$ cat src/logic/gas_cmd_pkg.sv
/*
  Shared constants, types and the checksum function for the gas sensor
  command block: command codes, execution times, response lengths,
  register offsets, reset values and interrupt bit positions.
  Assumes a 10 MHz pclk and an open-drain two-wire serial link.
*/
package gas_cmd_pkg;

  ////////////////////////////////////////////////////////////////////////
  // Timing
  localparam int CLK_PERIOD_NS = 100;
  localparam int MS_NS         = 1000000;
  // Longest times round down to whole cycles
  localparam int MS_CYCLES_DEF = MS_NS / CLK_PERIOD_NS;
  localparam int READY_MS      = 1;
  localparam int PERSIST_MS    = 800;
  localparam int SERIAL_MS     = 1;
  localparam int SELFTEST_MS   = 10000;

  ////////////////////////////////////////////////////////////////////////
  // Command codes and response lengths in bytes
  localparam logic [15:0] CODE_READY    = 16'hE4B8;
  localparam logic [15:0] CODE_PERSIST  = 16'h3615;
  localparam logic [15:0] CODE_SERIAL   = 16'h3682;
  localparam logic [15:0] CODE_SELFTEST = 16'h3639;
  localparam logic [3:0]  NB_NONE       = 4'h0;
  localparam logic [3:0]  NB_ONE_WORD   = 4'h3;
  localparam logic [3:0]  NB_SERIAL     = 4'h9;
  localparam logic [10:0] READY_FLAG    = 11'h001;

  // Link address, a plain default
  localparam logic [6:0]  DEV_ADDR_DEF  = 7'h2A;

  ////////////////////////////////////////////////////////////////////////
  // Register byte offsets
  localparam logic [7:0] REG_CONFIG0  = 8'h00;
  localparam logic [7:0] REG_CONFIG1  = 8'h04;
  localparam logic [7:0] REG_RESULT   = 8'h08;
  localparam logic [7:0] REG_STATUS   = 8'h0C;
  localparam logic [7:0] REG_INT_STAT = 8'h10;
  localparam logic [7:0] REG_INT_MASK = 8'h14;
  localparam logic [7:0] REG_CAL_HIST = 8'h18;
  localparam logic [7:0] REG_SAVED0   = 8'h1C;
  localparam logic [7:0] REG_SAVED1   = 8'h20;
  localparam logic [7:0] REG_LAST_CMD = 8'h24;

  // Reset values
  localparam logic [31:0] CONFIG0_RST  = 32'h0000_0000;
  localparam logic        ABC_EN_RST   = 1'b1;
  localparam logic [3:0]  INT_MASK_RST = 4'h0;

  // Field positions
  localparam int CFG1_ABC_BIT   = 0;
  localparam int CFG1_FAULT_BIT = 8;
  localparam int RES_SET_BIT    = 0;
  localparam int RES_CLR_BIT    = 1;

  // Interrupt status bits
  localparam int INT_W         = 4;
  localparam int INT_DONE      = 0;
  localparam int INT_REFUSED   = 1;
  localparam int INT_UNKNOWN   = 2;
  localparam int INT_CAL_SAVED = 3;

  ////////////////////////////////////////////////////////////////////////
  // Nonvolatile store layout
  localparam int         NV_AW   = 2;
  localparam int         NV_DW   = 32;
  localparam logic [1:0] NV_CFG0 = 2'h0;
  localparam logic [1:0] NV_CFG1 = 2'h1;
  localparam logic [1:0] NV_CAL  = 2'h2;

  typedef struct packed {
    logic             we;
    logic [NV_AW-1:0] addr;
    logic [NV_DW-1:0] data;
  } nv_wr_s;

  ////////////////////////////////////////////////////////////////////////
  // States and commands
  typedef enum logic [6:0] {
    L_IDLE  = 7'h01,
    L_ADDR  = 7'h02,
    L_AACK  = 7'h04,
    L_WBYTE = 7'h08,
    L_WACK  = 7'h10,
    L_RBYTE = 7'h20,
    L_RACK  = 7'h40
  } link_state_e;

  typedef enum logic [4:0] {
    C_NONE     = 5'h01,
    C_READY    = 5'h02,
    C_PERSIST  = 5'h04,
    C_SERIAL   = 5'h08,
    C_SELFTEST = 5'h10
  } cmd_e;

  ////////////////////////////////////////////////////////////////////////
  // Checksum over one response word
  localparam logic [7:0] CRC_POLY = 8'h31;
  localparam logic [7:0] CRC_INIT = 8'hFF;

  function automatic logic [7:0] crc8(input logic [15:0] w);
    logic [7:0] c;
    c = CRC_INIT;
    for (int i = 15; i >= 0; i--) begin
      if (c[7] ^ w[i]) begin
        c = {c[6:0], 1'b0} ^ CRC_POLY;
      end else begin
        c = {c[6:0], 1'b0};
      end
    end
    return c;
  endfunction

endpackage

$ cat src/logic/sync2.sv
/*
  Two-flop synchroniser for a bundle of slow levels.
  Assumes each bit changes far slower than the sampling clock.
*/
module sync2 #(
  parameter int           W    = 1,
  parameter logic [W-1:0] INIT = '0  // Idle level shown during reset
) (
  // Clock and reset
  input  wire logic         clk,
  input  wire logic         rst_n,
  // Levels
  input  wire logic [W-1:0] d,
  output logic      [W-1:0] q
);

  logic [W-1:0] meta_q;

  // The first stage feeds only the second stage
  always_ff @(posedge clk or negedge rst_n) begin
    if (!rst_n) begin
      meta_q <= INIT;
      q      <= INIT;
    end else begin
      meta_q <= d;
      q      <= meta_q;
    end
  end

endmodule

$ cat src/logic/nv_store.sv
/*
  Small word store that models nonvolatile memory: contents are not
  touched by reset, read data leaves through a register.
  Assumes one write per cycle, offered as a packed write struct.
*/
module nv_store #(
  parameter int AW = gas_cmd_pkg::NV_AW,
  parameter int DW = gas_cmd_pkg::NV_DW
) (
  // Clock and reset
  input  wire logic                clk,
  input  wire logic                rst_n,
  // Write port
  input  wire gas_cmd_pkg::nv_wr_s wr,
  // Read port
  input  wire logic [AW-1:0]       raddr,
  output logic      [DW-1:0]       rdata_q
);

  logic [DW-1:0] mem [2**AW];

  // Array is kept across reset, so it survives like a nonvolatile cell
  always_ff @(posedge clk) begin
    if (wr.we) begin
      mem[wr.addr] <= wr.data;
    end
  end

  // Registered read
  always_ff @(posedge clk or negedge rst_n) begin
    if (!rst_n) begin
      rdata_q <= '0;
    end else begin
      rdata_q <= mem[raddr];
    end
  end

endmodule

$ cat src/logic/gas_sensor_cmd.sv
/*
  Command interpreter for the status and advanced commands of a gas
  sensor: serial link target, command timer, response sender,
  configuration store and an APB register slave with interrupt.
  Assumes pclk at 10 MHz, SCL and SDA far slower, open-drain SDA.
*/
// Decided for this implementation: the register addresses and the APB register port.
// Contract
// - Readiness query finishes within 1 ms, one word, low 11 bits flag
// - Save command copies configuration to nonvolatile store within 800 ms
// - Configuration lives in volatile registers, lost at reset unless saved; the code never reloads the saved copy, reset restores defaults
// - Calibration history goes to nonvolatile store without any command
// - Identifier read returns three words, nine bytes, within 1 ms
// - Every response word is followed by its checksum byte
// - Self-test returns one checksummed status word within 10000 ms
// - Self-test word is zero when healthy, nonzero on malfunction
module gas_sensor_cmd #(
  parameter logic [6:0]  DEV_ADDR  = gas_cmd_pkg::DEV_ADDR_DEF,
  parameter int          MS_CYCLES = gas_cmd_pkg::MS_CYCLES_DEF,
  parameter logic [15:0] SERIAL_W0 = 16'h1357, // Arbitrary value
  parameter logic [15:0] SERIAL_W1 = 16'h2468, // Arbitrary value
  parameter logic [15:0] SERIAL_W2 = 16'hACE0  // Arbitrary value
) (
  // Clock and reset
  input  wire logic        pclk,
  input  wire logic        presetn,
  // APB slave
  input  wire logic        psel,
  input  wire logic        penable,
  input  wire logic        pwrite,
  input  wire logic [7:0]  paddr,
  input  wire logic [31:0] pwdata,
  output logic      [31:0] prdata,
  output logic             pready,
  output logic             pslverr,
  // Serial link
  input  wire logic        scl_i,
  input  wire logic        sda_i,
  output logic             sda_o,
  output logic             sda_oe,
  // Interrupt
  output logic             irq
);

  ////////////////////////////////////////////////////////////////////////
  // Link sampling
  logic [1:0] link_s;
  logic [1:0] link_p_q;
  logic       scl_s, sda_s, scl_p, sda_p;
  logic       scl_rise, scl_fall, bus_start, bus_stop;

  sync2 #(.W(2), .INIT(2'h3)) u_sync (
    .clk   (pclk),
    .rst_n (presetn),
    .d     ({scl_i, sda_i}),
    .q     (link_s)
  );

  always_ff @(posedge pclk or negedge presetn) begin
    if (!presetn) begin
      link_p_q <= 2'h3;
    end else begin
      link_p_q <= link_s;
    end
  end

  // Edges and bus conditions from synchronised levels
  assign {scl_s, sda_s} = link_s;
  assign {scl_p, sda_p} = link_p_q;
  assign scl_rise  = scl_s & ~scl_p;
  assign scl_fall  = ~scl_s & scl_p;
  assign bus_start = scl_s & scl_p & sda_p & ~sda_s;
  assign bus_stop  = scl_s & scl_p & ~sda_p & sda_s;

  ////////////////////////////////////////////////////////////////////////
  // Shared state declarations
  gas_cmd_pkg::link_state_e lst_q, lst_d;
  logic [7:0]  sh_q, sh_d, tx_q, tx_d, cmd_hi_q, cmd_hi_d;
  logic [3:0]  bit_q, bit_d, rd_idx_q, rd_idx_d;
  logic [1:0]  bcnt_q, bcnt_d;
  logic        oe_q, oe_d, rw_q, rw_d;
  logic        launch, refused;
  logic [15:0] launch_code;
  logic [7:0]  cur_byte;

  gas_cmd_pkg::cmd_e cmd_q, cmd_d;
  logic              busy_q, busy_d, done, unknown, tick, cal_taken;
  logic [13:0]       ms_q, ms_d;
  logic [23:0]       div_q, div_d;
  logic [2:0][15:0]  rsp_q, rsp_d;
  logic [3:0]        nb_q, nb_d;
  logic [1:0]        pw_q, pw_d;
  logic              cal_pend_q, cal_pend_d;
  logic [15:0]       wear_q, wear_d, last_q, last_d;
  gas_cmd_pkg::nv_wr_s nv_wr;

  logic [31:0] cfg0_q, cfg0_d, cal_q, cal_d;
  logic        abc_q, abc_d, fault_q, fault_d, newres_q, newres_d;
  logic        cal_wr;

  ////////////////////////////////////////////////////////////////////////
  // Response byte picked by read index: word high, word low, checksum
  logic [1:0]  wsel;
  logic [3:0]  part;
  always_comb begin
    wsel = (rd_idx_q >= 4'h6) ? 2'h2 : (rd_idx_q >= 4'h3) ? 2'h1 : 2'h0;
    part = rd_idx_q - ((wsel == 2'h2) ? 4'h6 : (wsel == 2'h1) ? 4'h3 : 4'h0);
    if (rd_idx_q >= nb_q) begin
      cur_byte = 8'hFF;
    end else if (part == 4'h0) begin
      cur_byte = rsp_q[wsel][15:8];
    end else if (part == 4'h1) begin
      cur_byte = rsp_q[wsel][7:0];
    end else begin
      cur_byte = gas_cmd_pkg::crc8(rsp_q[wsel]);
    end
  end

  ////////////////////////////////////////////////////////////////////////
  // Link target state machine
  always_comb begin
    lst_d = lst_q; sh_d = sh_q; tx_d = tx_q; cmd_hi_d = cmd_hi_q;
    bit_d = bit_q; rd_idx_d = rd_idx_q; bcnt_d = bcnt_q;
    oe_d = oe_q; rw_d = rw_q;
    launch = 1'b0; refused = 1'b0;
    launch_code = {cmd_hi_q, sh_q};
    if (bus_start) begin
      lst_d = gas_cmd_pkg::L_ADDR; bit_d = 4'h0; oe_d = 1'b0;
    end else if (bus_stop) begin
      lst_d = gas_cmd_pkg::L_IDLE; oe_d = 1'b0;
    end else begin
      case (lst_q)
        gas_cmd_pkg::L_ADDR: begin
          if (scl_rise) begin
            sh_d = {sh_q[6:0], sda_s}; bit_d = bit_q + 4'h1;
          end else if (scl_fall && bit_q == 4'h8) begin
            bit_d = 4'h0; rw_d = sh_q[0];
            lst_d = gas_cmd_pkg::L_IDLE;
            if (sh_q[7:1] == DEV_ADDR) begin
              // Busy or empty response: leave the address unanswered
              if (busy_q || (sh_q[0] && nb_q == gas_cmd_pkg::NB_NONE)) begin
                refused = sh_q[0];
              end else begin
                oe_d = 1'b1; bcnt_d = 2'h0; rd_idx_d = 4'h0;
                lst_d = gas_cmd_pkg::L_AACK;
              end
            end
          end
        end
        gas_cmd_pkg::L_AACK: begin
          if (scl_fall) begin
            bit_d = 4'h0;
            if (rw_q) begin
              tx_d = cur_byte; oe_d = ~cur_byte[7];
              rd_idx_d = rd_idx_q + 4'h1;
              lst_d = gas_cmd_pkg::L_RBYTE;
            end else begin
              oe_d = 1'b0; lst_d = gas_cmd_pkg::L_WBYTE;
            end
          end
        end
        gas_cmd_pkg::L_WBYTE: begin
          if (scl_rise) begin
            sh_d = {sh_q[6:0], sda_s}; bit_d = bit_q + 4'h1;
          end else if (scl_fall && bit_q == 4'h8) begin
            bit_d = 4'h0; oe_d = 1'b1; lst_d = gas_cmd_pkg::L_WACK;
            if (bcnt_q == 2'h0) begin
              cmd_hi_d = sh_q;
            end
            launch = (bcnt_q == 2'h1);
            if (bcnt_q != 2'h3) begin
              bcnt_d = bcnt_q + 2'h1;
            end
          end
        end
        gas_cmd_pkg::L_WACK: begin
          if (scl_fall) begin
            oe_d = 1'b0; lst_d = gas_cmd_pkg::L_WBYTE;
          end
        end
        gas_cmd_pkg::L_RBYTE: begin
          if (scl_rise) begin
            bit_d = bit_q + 4'h1;
          end else if (scl_fall) begin
            if (bit_q == 4'h8) begin
              oe_d = 1'b0; lst_d = gas_cmd_pkg::L_RACK;
            end else begin
              tx_d = {tx_q[6:0], 1'b0}; oe_d = ~tx_q[6];
            end
          end
        end
        gas_cmd_pkg::L_RACK: begin
          if (scl_rise) begin
            sh_d = {sh_q[7:1], sda_s};
          end else if (scl_fall) begin
            bit_d = 4'h0;
            if (!sh_q[0]) begin
              tx_d = cur_byte; oe_d = ~cur_byte[7];
              rd_idx_d = rd_idx_q + 4'h1;
              lst_d = gas_cmd_pkg::L_RBYTE;
            end else begin
              lst_d = gas_cmd_pkg::L_IDLE;
            end
          end
        end
        default: begin
          lst_d = gas_cmd_pkg::L_IDLE;
        end
      endcase
    end
  end

  always_ff @(posedge pclk or negedge presetn) begin
    if (!presetn) begin
      lst_q <= gas_cmd_pkg::L_IDLE; sh_q <= 8'h00; tx_q <= 8'h00;
      cmd_hi_q <= 8'h00; bit_q <= 4'h0; rd_idx_q <= 4'h0;
      bcnt_q <= 2'h0; oe_q <= 1'b0; rw_q <= 1'b0;
    end else begin
      lst_q <= lst_d; sh_q <= sh_d; tx_q <= tx_d;
      cmd_hi_q <= cmd_hi_d; bit_q <= bit_d; rd_idx_q <= rd_idx_d;
      bcnt_q <= bcnt_d; oe_q <= oe_d; rw_q <= rw_d;
    end
  end

  // Open drain: only ever pulls low
  assign sda_o  = 1'b0;
  assign sda_oe = oe_q;

  ////////////////////////////////////////////////////////////////////////
  // Command execution timer, responses and nonvolatile writes
  assign tick = busy_q && (div_q == 24'(MS_CYCLES - 1));

  always_comb begin
    cmd_d = cmd_q; busy_d = busy_q; ms_d = ms_q; div_d = div_q;
    rsp_d = rsp_q; nb_d = nb_q; pw_d = pw_q; wear_d = wear_q;
    last_d = last_q; done = 1'b0; unknown = 1'b0; cal_taken = 1'b0;
    nv_wr = '0;
    if (launch) begin
      last_d = launch_code; nb_d = gas_cmd_pkg::NB_NONE; div_d = 24'h0;
      busy_d = 1'b1;
      case (launch_code)
        gas_cmd_pkg::CODE_READY: begin
          cmd_d = gas_cmd_pkg::C_READY;
          ms_d = 14'(gas_cmd_pkg::READY_MS);
        end
        gas_cmd_pkg::CODE_PERSIST: begin
          cmd_d = gas_cmd_pkg::C_PERSIST;
          ms_d = 14'(gas_cmd_pkg::PERSIST_MS);
        end
        gas_cmd_pkg::CODE_SERIAL: begin
          cmd_d = gas_cmd_pkg::C_SERIAL;
          ms_d = 14'(gas_cmd_pkg::SERIAL_MS);
        end
        gas_cmd_pkg::CODE_SELFTEST: begin
          cmd_d = gas_cmd_pkg::C_SELFTEST;
          ms_d = 14'(gas_cmd_pkg::SELFTEST_MS);
        end
        default: begin
          cmd_d = gas_cmd_pkg::C_NONE; busy_d = 1'b0; unknown = 1'b1;
        end
      endcase
    end else if (busy_q) begin
      div_d = tick ? 24'h0 : div_q + 24'h1;
      if (tick && ms_q == 14'h0001) begin
        busy_d = 1'b0; done = 1'b1;
        case (cmd_q)
          gas_cmd_pkg::C_READY: begin
            rsp_d[0] = {5'h00, newres_q ? gas_cmd_pkg::READY_FLAG
                                        : 11'h000};
            nb_d = gas_cmd_pkg::NB_ONE_WORD;
          end
          gas_cmd_pkg::C_PERSIST: begin
            pw_d = 2'h1;
          end
          gas_cmd_pkg::C_SERIAL: begin
            rsp_d = {SERIAL_W2, SERIAL_W1, SERIAL_W0};
            nb_d = gas_cmd_pkg::NB_SERIAL;
          end
          gas_cmd_pkg::C_SELFTEST: begin
            rsp_d[0] = {15'h0000, fault_q};
            nb_d = gas_cmd_pkg::NB_ONE_WORD;
          end
          default: begin
            nb_d = gas_cmd_pkg::NB_NONE;
          end
        endcase
      end else if (tick) begin
        ms_d = ms_q - 14'h0001;
      end
    end
    // Save takes the store first; calibration history waits its turn
    if (pw_q == 2'h1) begin
      nv_wr = '{we: 1'b1, addr: gas_cmd_pkg::NV_CFG0, data: cfg0_q};
      pw_d = 2'h2;
    end else if (pw_q == 2'h2) begin
      nv_wr = '{we: 1'b1, addr: gas_cmd_pkg::NV_CFG1,
                data: {23'h0, fault_q, 7'h00, abc_q}};
      pw_d = 2'h0; wear_d = wear_q + 16'h0001;
    end else if (cal_pend_q) begin
      nv_wr = '{we: 1'b1, addr: gas_cmd_pkg::NV_CAL, data: cal_q};
      cal_taken = 1'b1;
    end
    // A new history write in the same cycle keeps the request pending
    cal_pend_d = (cal_pend_q & ~cal_taken) | cal_wr;
  end

  always_ff @(posedge pclk or negedge presetn) begin
    if (!presetn) begin
      cmd_q <= gas_cmd_pkg::C_NONE; busy_q <= 1'b0; ms_q <= 14'h0000;
      div_q <= 24'h000000; rsp_q <= '0; nb_q <= 4'h0; pw_q <= 2'h0;
      cal_pend_q <= 1'b0; wear_q <= 16'h0000; last_q <= 16'h0000;
    end else begin
      cmd_q <= cmd_d; busy_q <= busy_d; ms_q <= ms_d;
      div_q <= div_d; rsp_q <= rsp_d; nb_q <= nb_d; pw_q <= pw_d;
      cal_pend_q <= cal_pend_d; wear_q <= wear_d; last_q <= last_d;
    end
  end

  ////////////////////////////////////////////////////////////////////////
  // Nonvolatile store, read by the register slave
  logic [1:0]  nv_raddr;
  logic [31:0] nv_rdata;

  assign nv_raddr = (paddr == gas_cmd_pkg::REG_SAVED1)   ? gas_cmd_pkg::NV_CFG1 :
                    (paddr == gas_cmd_pkg::REG_CAL_HIST) ? gas_cmd_pkg::NV_CAL :
                    gas_cmd_pkg::NV_CFG0;

  nv_store u_nv (
    .clk     (pclk),
    .rst_n   (presetn),
    .wr      (nv_wr),
    .raddr   (nv_raddr),
    .rdata_q (nv_rdata)
  );

  ////////////////////////////////////////////////////////////////////////
  // APB registers: one wait state, then pready for one cycle
  logic [3:0]  ist_q, ist_d, imask_q, imask_d, ev;
  logic [31:0] prdata_q, prdata_d;
  logic        pready_q, pready_d, pslverr_q, pslverr_d, irq_q, irq_d;
  logic        acc, fire, wr_fire, rd_fire;

  assign acc     = psel & penable;
  assign fire    = acc & pready_q;
  assign wr_fire = fire & pwrite;
  assign rd_fire = fire & ~pwrite;
  assign ev      = {cal_taken, unknown, refused, done};

  always_comb begin
    cfg0_d = cfg0_q; abc_d = abc_q; fault_d = fault_q; cal_d = cal_q;
    imask_d = imask_q; prdata_d = prdata_q; pslverr_d = 1'b0;
    cal_wr = 1'b0;
    pready_d = acc & ~pready_q;
    if (acc && !pready_q) begin
      pslverr_d = 1'b0; prdata_d = 32'h0000_0000;
      case (paddr)
        gas_cmd_pkg::REG_CONFIG0:  prdata_d = cfg0_q;
        gas_cmd_pkg::REG_CONFIG1:  prdata_d = {23'h0, fault_q, 7'h00, abc_q};
        gas_cmd_pkg::REG_RESULT:   prdata_d = {31'h0, newres_q};
        gas_cmd_pkg::REG_STATUS:
          prdata_d = {wear_q, 8'h00, nb_q, 2'h0, (nb_q != 4'h0), busy_q};
        gas_cmd_pkg::REG_INT_STAT: prdata_d = {28'h0, ist_q};
        gas_cmd_pkg::REG_INT_MASK: prdata_d = {28'h0, imask_q};
        gas_cmd_pkg::REG_CAL_HIST: prdata_d = nv_rdata;
        gas_cmd_pkg::REG_SAVED0:   prdata_d = nv_rdata;
        gas_cmd_pkg::REG_SAVED1:   prdata_d = nv_rdata;
        gas_cmd_pkg::REG_LAST_CMD: prdata_d = {16'h0000, last_q};
        default:                   pslverr_d = 1'b1;
      endcase
    end
    if (wr_fire) begin
      case (paddr)
        gas_cmd_pkg::REG_CONFIG0:  cfg0_d = pwdata;
        gas_cmd_pkg::REG_CONFIG1: begin
          abc_d   = pwdata[gas_cmd_pkg::CFG1_ABC_BIT];
          fault_d = pwdata[gas_cmd_pkg::CFG1_FAULT_BIT];
        end
        gas_cmd_pkg::REG_INT_MASK: imask_d = pwdata[3:0];
        gas_cmd_pkg::REG_CAL_HIST: begin
          cal_d = pwdata; cal_wr = 1'b1;
        end
        default: begin
        end
      endcase
    end
    // Result flag: a set in the same write beats the clear
    newres_d = newres_q;
    if (wr_fire && paddr == gas_cmd_pkg::REG_RESULT) begin
      newres_d = (newres_q & ~pwdata[gas_cmd_pkg::RES_CLR_BIT])
               | pwdata[gas_cmd_pkg::RES_SET_BIT];
    end
    // Clear only the bits that were reported, so late events survive
    ist_d = ist_q;
    if (rd_fire && paddr == gas_cmd_pkg::REG_INT_STAT) begin
      ist_d = ist_q & ~prdata_q[3:0];
    end
    ist_d = ist_d | ev;
    irq_d = |(ist_d & imask_d);
  end

  // Volatile configuration returns to defaults on every reset
  always_ff @(posedge pclk or negedge presetn) begin
    if (!presetn) begin
      cfg0_q <= gas_cmd_pkg::CONFIG0_RST;
      abc_q <= gas_cmd_pkg::ABC_EN_RST; fault_q <= 1'b0;
      cal_q <= 32'h0000_0000; newres_q <= 1'b0;
      ist_q <= 4'h0; imask_q <= gas_cmd_pkg::INT_MASK_RST;
      prdata_q <= 32'h0000_0000; pready_q <= 1'b0;
      pslverr_q <= 1'b0; irq_q <= 1'b0;
    end else begin
      cfg0_q <= cfg0_d; abc_q <= abc_d; fault_q <= fault_d;
      cal_q <= cal_d; newres_q <= newres_d;
      ist_q <= ist_d; imask_q <= imask_d;
      prdata_q <= prdata_d; pready_q <= pready_d;
      pslverr_q <= pslverr_d; irq_q <= irq_d;
    end
  end

  assign prdata  = prdata_q;
  assign pready  = pready_q;
  assign pslverr = pslverr_q;
  assign irq     = irq_q;

endmodule

$ cat config.mk
export PLATFORM = sky130hd
export DESIGN_NAME = gas_sensor_cmd
export DESIGN_NICKNAME = d
export VERILOG_FILES = /design/src/logic/gas_cmd_pkg.sv /design/src/logic/sync2.sv /design/src/logic/nv_store.sv /design/src/logic/gas_sensor_cmd.sv
export SDC_FILE = /design/constraint.sdc
export NUM_CORES = 1
export LEC_CHECK = 0
export BUFFER_PORTS_ARGS = -buffer_cell sky130_fd_sc_hd__buf_2
export CAP_MARGIN = 20
export CELL_PAD_IN_SITES_DETAIL_PLACEMENT = 1
export CELL_PAD_IN_SITES_GLOBAL_PLACEMENT = 2
export CORE_MARGIN = 3
export CORE_UTILIZATION = 42
export DETAILED_ROUTE_END_ITERATION = 12
export PLACE_DENSITY_LB_ADDON = 0.1
export SLEW_MARGIN = 40
export SYNTH_ARGS = -nofsm -noshare
export SYNTH_HDL_FRONTEND = slang
export SYNTH_SLANG_ARGS = --single-unit
$ cat constraint.sdc
create_clock -name pclk -period 4.3 [get_ports pclk]
set_clock_uncertainty 0.1 [all_clocks]
set_input_delay 0.43 -clock pclk [delete_from_list [all_inputs] [get_ports pclk]]
set_output_delay 0.43 -clock pclk [all_outputs]
set_load 0.02 [all_outputs]
==> impl_metrics.env <==
export IMPL_min_path_type="in2reg"
export IMPL_path_max_fanout=9
export IMPL_p_comb_share_pct=2.4
export IMPL_ios=84
export IMPL_cts_max_level=2
export IMPL_r2r_start="rd_idx_q[1]"
export IMPL_setup_tns_ns=0
export IMPL_clk_pin_slew_ns=0.05
export IMPL_synth_mux_area_share_pct=8.34
export IMPL_root_buffer="clkbuf_16"
export IMPL_synthDistinctLibCells=79
export IMPL_die_w_um=205
export IMPL_reg2reg_slack_ns=0.85
export IMPL_wl_per_cell_um=20.9
export IMPL_drtIter0Drc=676
export IMPL_synthAdderAreaFrac_pct=1.54
export IMPL_grt_ovfl_total=0
export IMPL_worst_slew_pin_slew_ns=0.773
export IMPL_yosysWarnings=0
export IMPL_hold_end="cfg0_q[23]"
export IMPL_crit_required_ns=4.64
export IMPL_grt_max_degree=70
export IMPL_worstHoldStart="pwdata[23]"
export IMPL_insertedDiodeCount=0
export IMPL_grtUsageTotal_pct=21.3
export IMPL_synthFlopType="dfrtp_1"
export IMPL_synth_top_family_by_area="simple AND/OR/NAND/NOR gates"
export IMPL_yosysTopAreaCell="dfrtp_1"
export IMPL_internal_power_mw=5.66
export IMPL_max_vdd_ir_drop_v=0.000250
export IMPL_synth_most_common_cell="dfrtp_1"
export IMPL_power_mw=7.27
export IMPL_postCtsHoldBufs=21
export IMPL_rsz0062_at_grt="false"
export IMPL_hold_viol_final=0
export IMPL_synth_xor_area_share_pct=1.94
export IMPL_cp_data_arrival_time_ns=3.79
export IMPL_grt_antenna_before_repair=0
export IMPL_via_per_inst=5.62
export IMPL_drt_total_wl_um=43900
export IMPL_r2r_end="tx_q[0]"
export IMPL_outcome="completed"
export IMPL_grt_pass1_wl_um=71100
export IMPL_slew_violations=0
export IMPL_hpwlAfterDp_um=28700
export IMPL_numCtsBuffers=42
export IMPL_port_buffers=82
export IMPL_startpoint="rd_idx_q[1]"
export IMPL_synth_simple_area_share_pct=13.6
export IMPL_timing_hold_ws_ns=0.0309
export IMPL_start_kind="register"
export IMPL_area_growth_pct=15.4
export IMPL_synth_compound_area_share_pct=13.4
export IMPL_post_cts_buffers=0
export IMPL_synth_area_leaders="dfrtp_1 40%, edfxtp_1 17%, mux2_2 5.7%"
export IMPL_p_per_area_mw_per_mm2=377
export IMPL_worstRegToRegCells=12
export IMPL_synth_top_area_share_pct=39.8
export IMPL_min_path_cells=2
export IMPL_syn_cell_area_mm2=0.0167
export IMPL_insertion_delay_ns=0.57
export IMPL_rows=72
export IMPL_fin_util_pct=49.4
export IMPL_drc=0
export IMPL_p_seq_share_pct=49.9
export IMPL_place_gp_congestion=0.804
export IMPL_power_leakage_nw=8.70
export IMPL_synthArstFlopShare_pct=74.1
export IMPL_cp_end_kind="register"
export IMPL_grt_pass1_vias=12600
export IMPL_power_switching_mw=1.61
export IMPL_cts_buffer_depth=3
export IMPL_die_h_um=205
export IMPL_period_needed_ns=3.45
export IMPL_synthCells=1455
export IMPL_max_freq_mhz=290
export IMPL_dp_slack_ns=0.868
export IMPL_slew_headroom_pct=48.5
export IMPL_dieArea_mm2=0.0422
export IMPL_fin_crit_sh_pct=80.2
export IMPL_power_share_clock_pct=47.7
export IMPL_clock_sinks=371
export IMPL_switching_share_pct=22.2
export IMPL_core_area_mm2=0.0390
export IMPL_cap_violations=0
export IMPL_synth_seq_area_share_pct=58.5
export IMPL_synthTopCellsByCount="266 x dfrtp_1, 170 x nand2_1, 100 x nor2_1, 96 x edfxtp_1, 84 x mux2_2"
export IMPL_setup_viol=0
export IMPL_initial_core_util_pct=42.8
export IMPL_num_vias=11800
export IMPL_cts_resized=0
export IMPL_syn_num_nets=1522
export IMPL_syn_area_per_cell_um2=11.5
export IMPL_drtPass1Iterations=9
export IMPL_antenna_left=0
export IMPL_critical_path_class="reg2reg"
export IMPL_nNetsFinal=1620
export IMPL_setup_slack_ns=0.852
export IMPL_layout_drive_gt1_share_pct=18.0
export IMPL_synth_edf_count=96
export IMPL_ys_ff_latch=371
export IMPL_cts_tree="done"
[power by group through the flow]
stage	logic [mW]	registers [mW]	clock network, mW
floorplan	0.0406	3.69	0
global placement	0.158	3.69	0
detailed placement	0.165	3.69	0
CTS	0.181	3.63	3.58
global route	0.197	3.63	3.74
finish	0.175	3.63	3.47
[through the flow]
step	cells	instance area, um^2
3_3_place_gp	2004	17700
6_report	2105	19300
2_1_floorplan	1455	16700
3_5_place_dp	2006	17700
5_1_grt	2105	19300
4_1_cts	2105	19300
[cells in the final DEF, fill, tap and decap left out, types with 24 or more instances in the layout]
cell,Yosys,layout
buf_2,8,81
edfxtp_1,96,96
nor3_1,24,24
nand2_1,170,170
mux2_2,84,84
a22o_1,53,53
o21ai_0,74,74
inv_1,32,32
mux2i_1,38,38
nand3_1,33,32
clkbuf_16,0,43
dfrtp_1,266,266
nor2_1,100,100
a21oi_1,81,81
[area by class of cell]
class / instances / area [um^2]
clock buffers: 52 / 1120
clock inverters: 26 / 204
fillers: 4110 / 19700
inverters: 32 / 120
multi-input cells: 978 / 6530
flip-flops and latches: 371 / 9780
well taps: 518 / 648
repair buffers: 128 / 880
[critical path, stage by stage (launching register included)]
cell and delay, ns:
dfrtp_1 0.50, ha_1 0.26, o21a_1 0.23, nor2_1 0.15, o21a_1 0.15, ha_1 0.16
inv_1 0.05, fa_1 0.41, xor2_1 0.20, a2111o_1 0.50, a41oi_1 0.20, o31ai_1 0.10
a221o_1 0.33
[cells by family after synthesis]
kind of cell / Yosys count
AND/OR/NAND/NOR: 465
flip-flops: 371
AO/OA/AOI/OAI: 327
multiplexers: 128
buffers and inverters: 106
XOR/XNOR: 37
adder cells (fa/ha/maj): 20
other: 1
[registers in the layout (all words and copies together) (netlist names), 3 cells and up]
signal and count:
u_nv.mem 96, cal_q 32, cfg0_q 32, prdata 32, u_nv.rdata_q 32, div_q 24, last_q 16, wear_q 16
ms_q 14, cmd_hi_q 8, sh_q 8, lst_q 7, tx_q 7, cmd_q 5, bit_q 4, imask_q 4
ist_q 4, rd_idx_q 4, nb_q 3, rsp_q 3
[worst max path at each step]
stage,endpoint,slack (ns),depth (start not counted)
floorplan,tx_q[0],1.16,12
finish,tx_q[0],0.85,12
global placement,tx_q[0],0.98,12
global route,tx_q[0],0.62,13
CTS,tx_q[0],0.86,12
detailed placement,tx_q[0],0.87,12
[layer usage]
metal	GRT usage, %	up-vias	part of all wire, %
met5	0	-	0
li1	-	5525	-
met4	4.98	0	2.0
met1	29.1	6055	46
met3	3.83	61	3.6
met2	35.4	186	48
No activity file was read; power rests on OpenSTA's default activity.
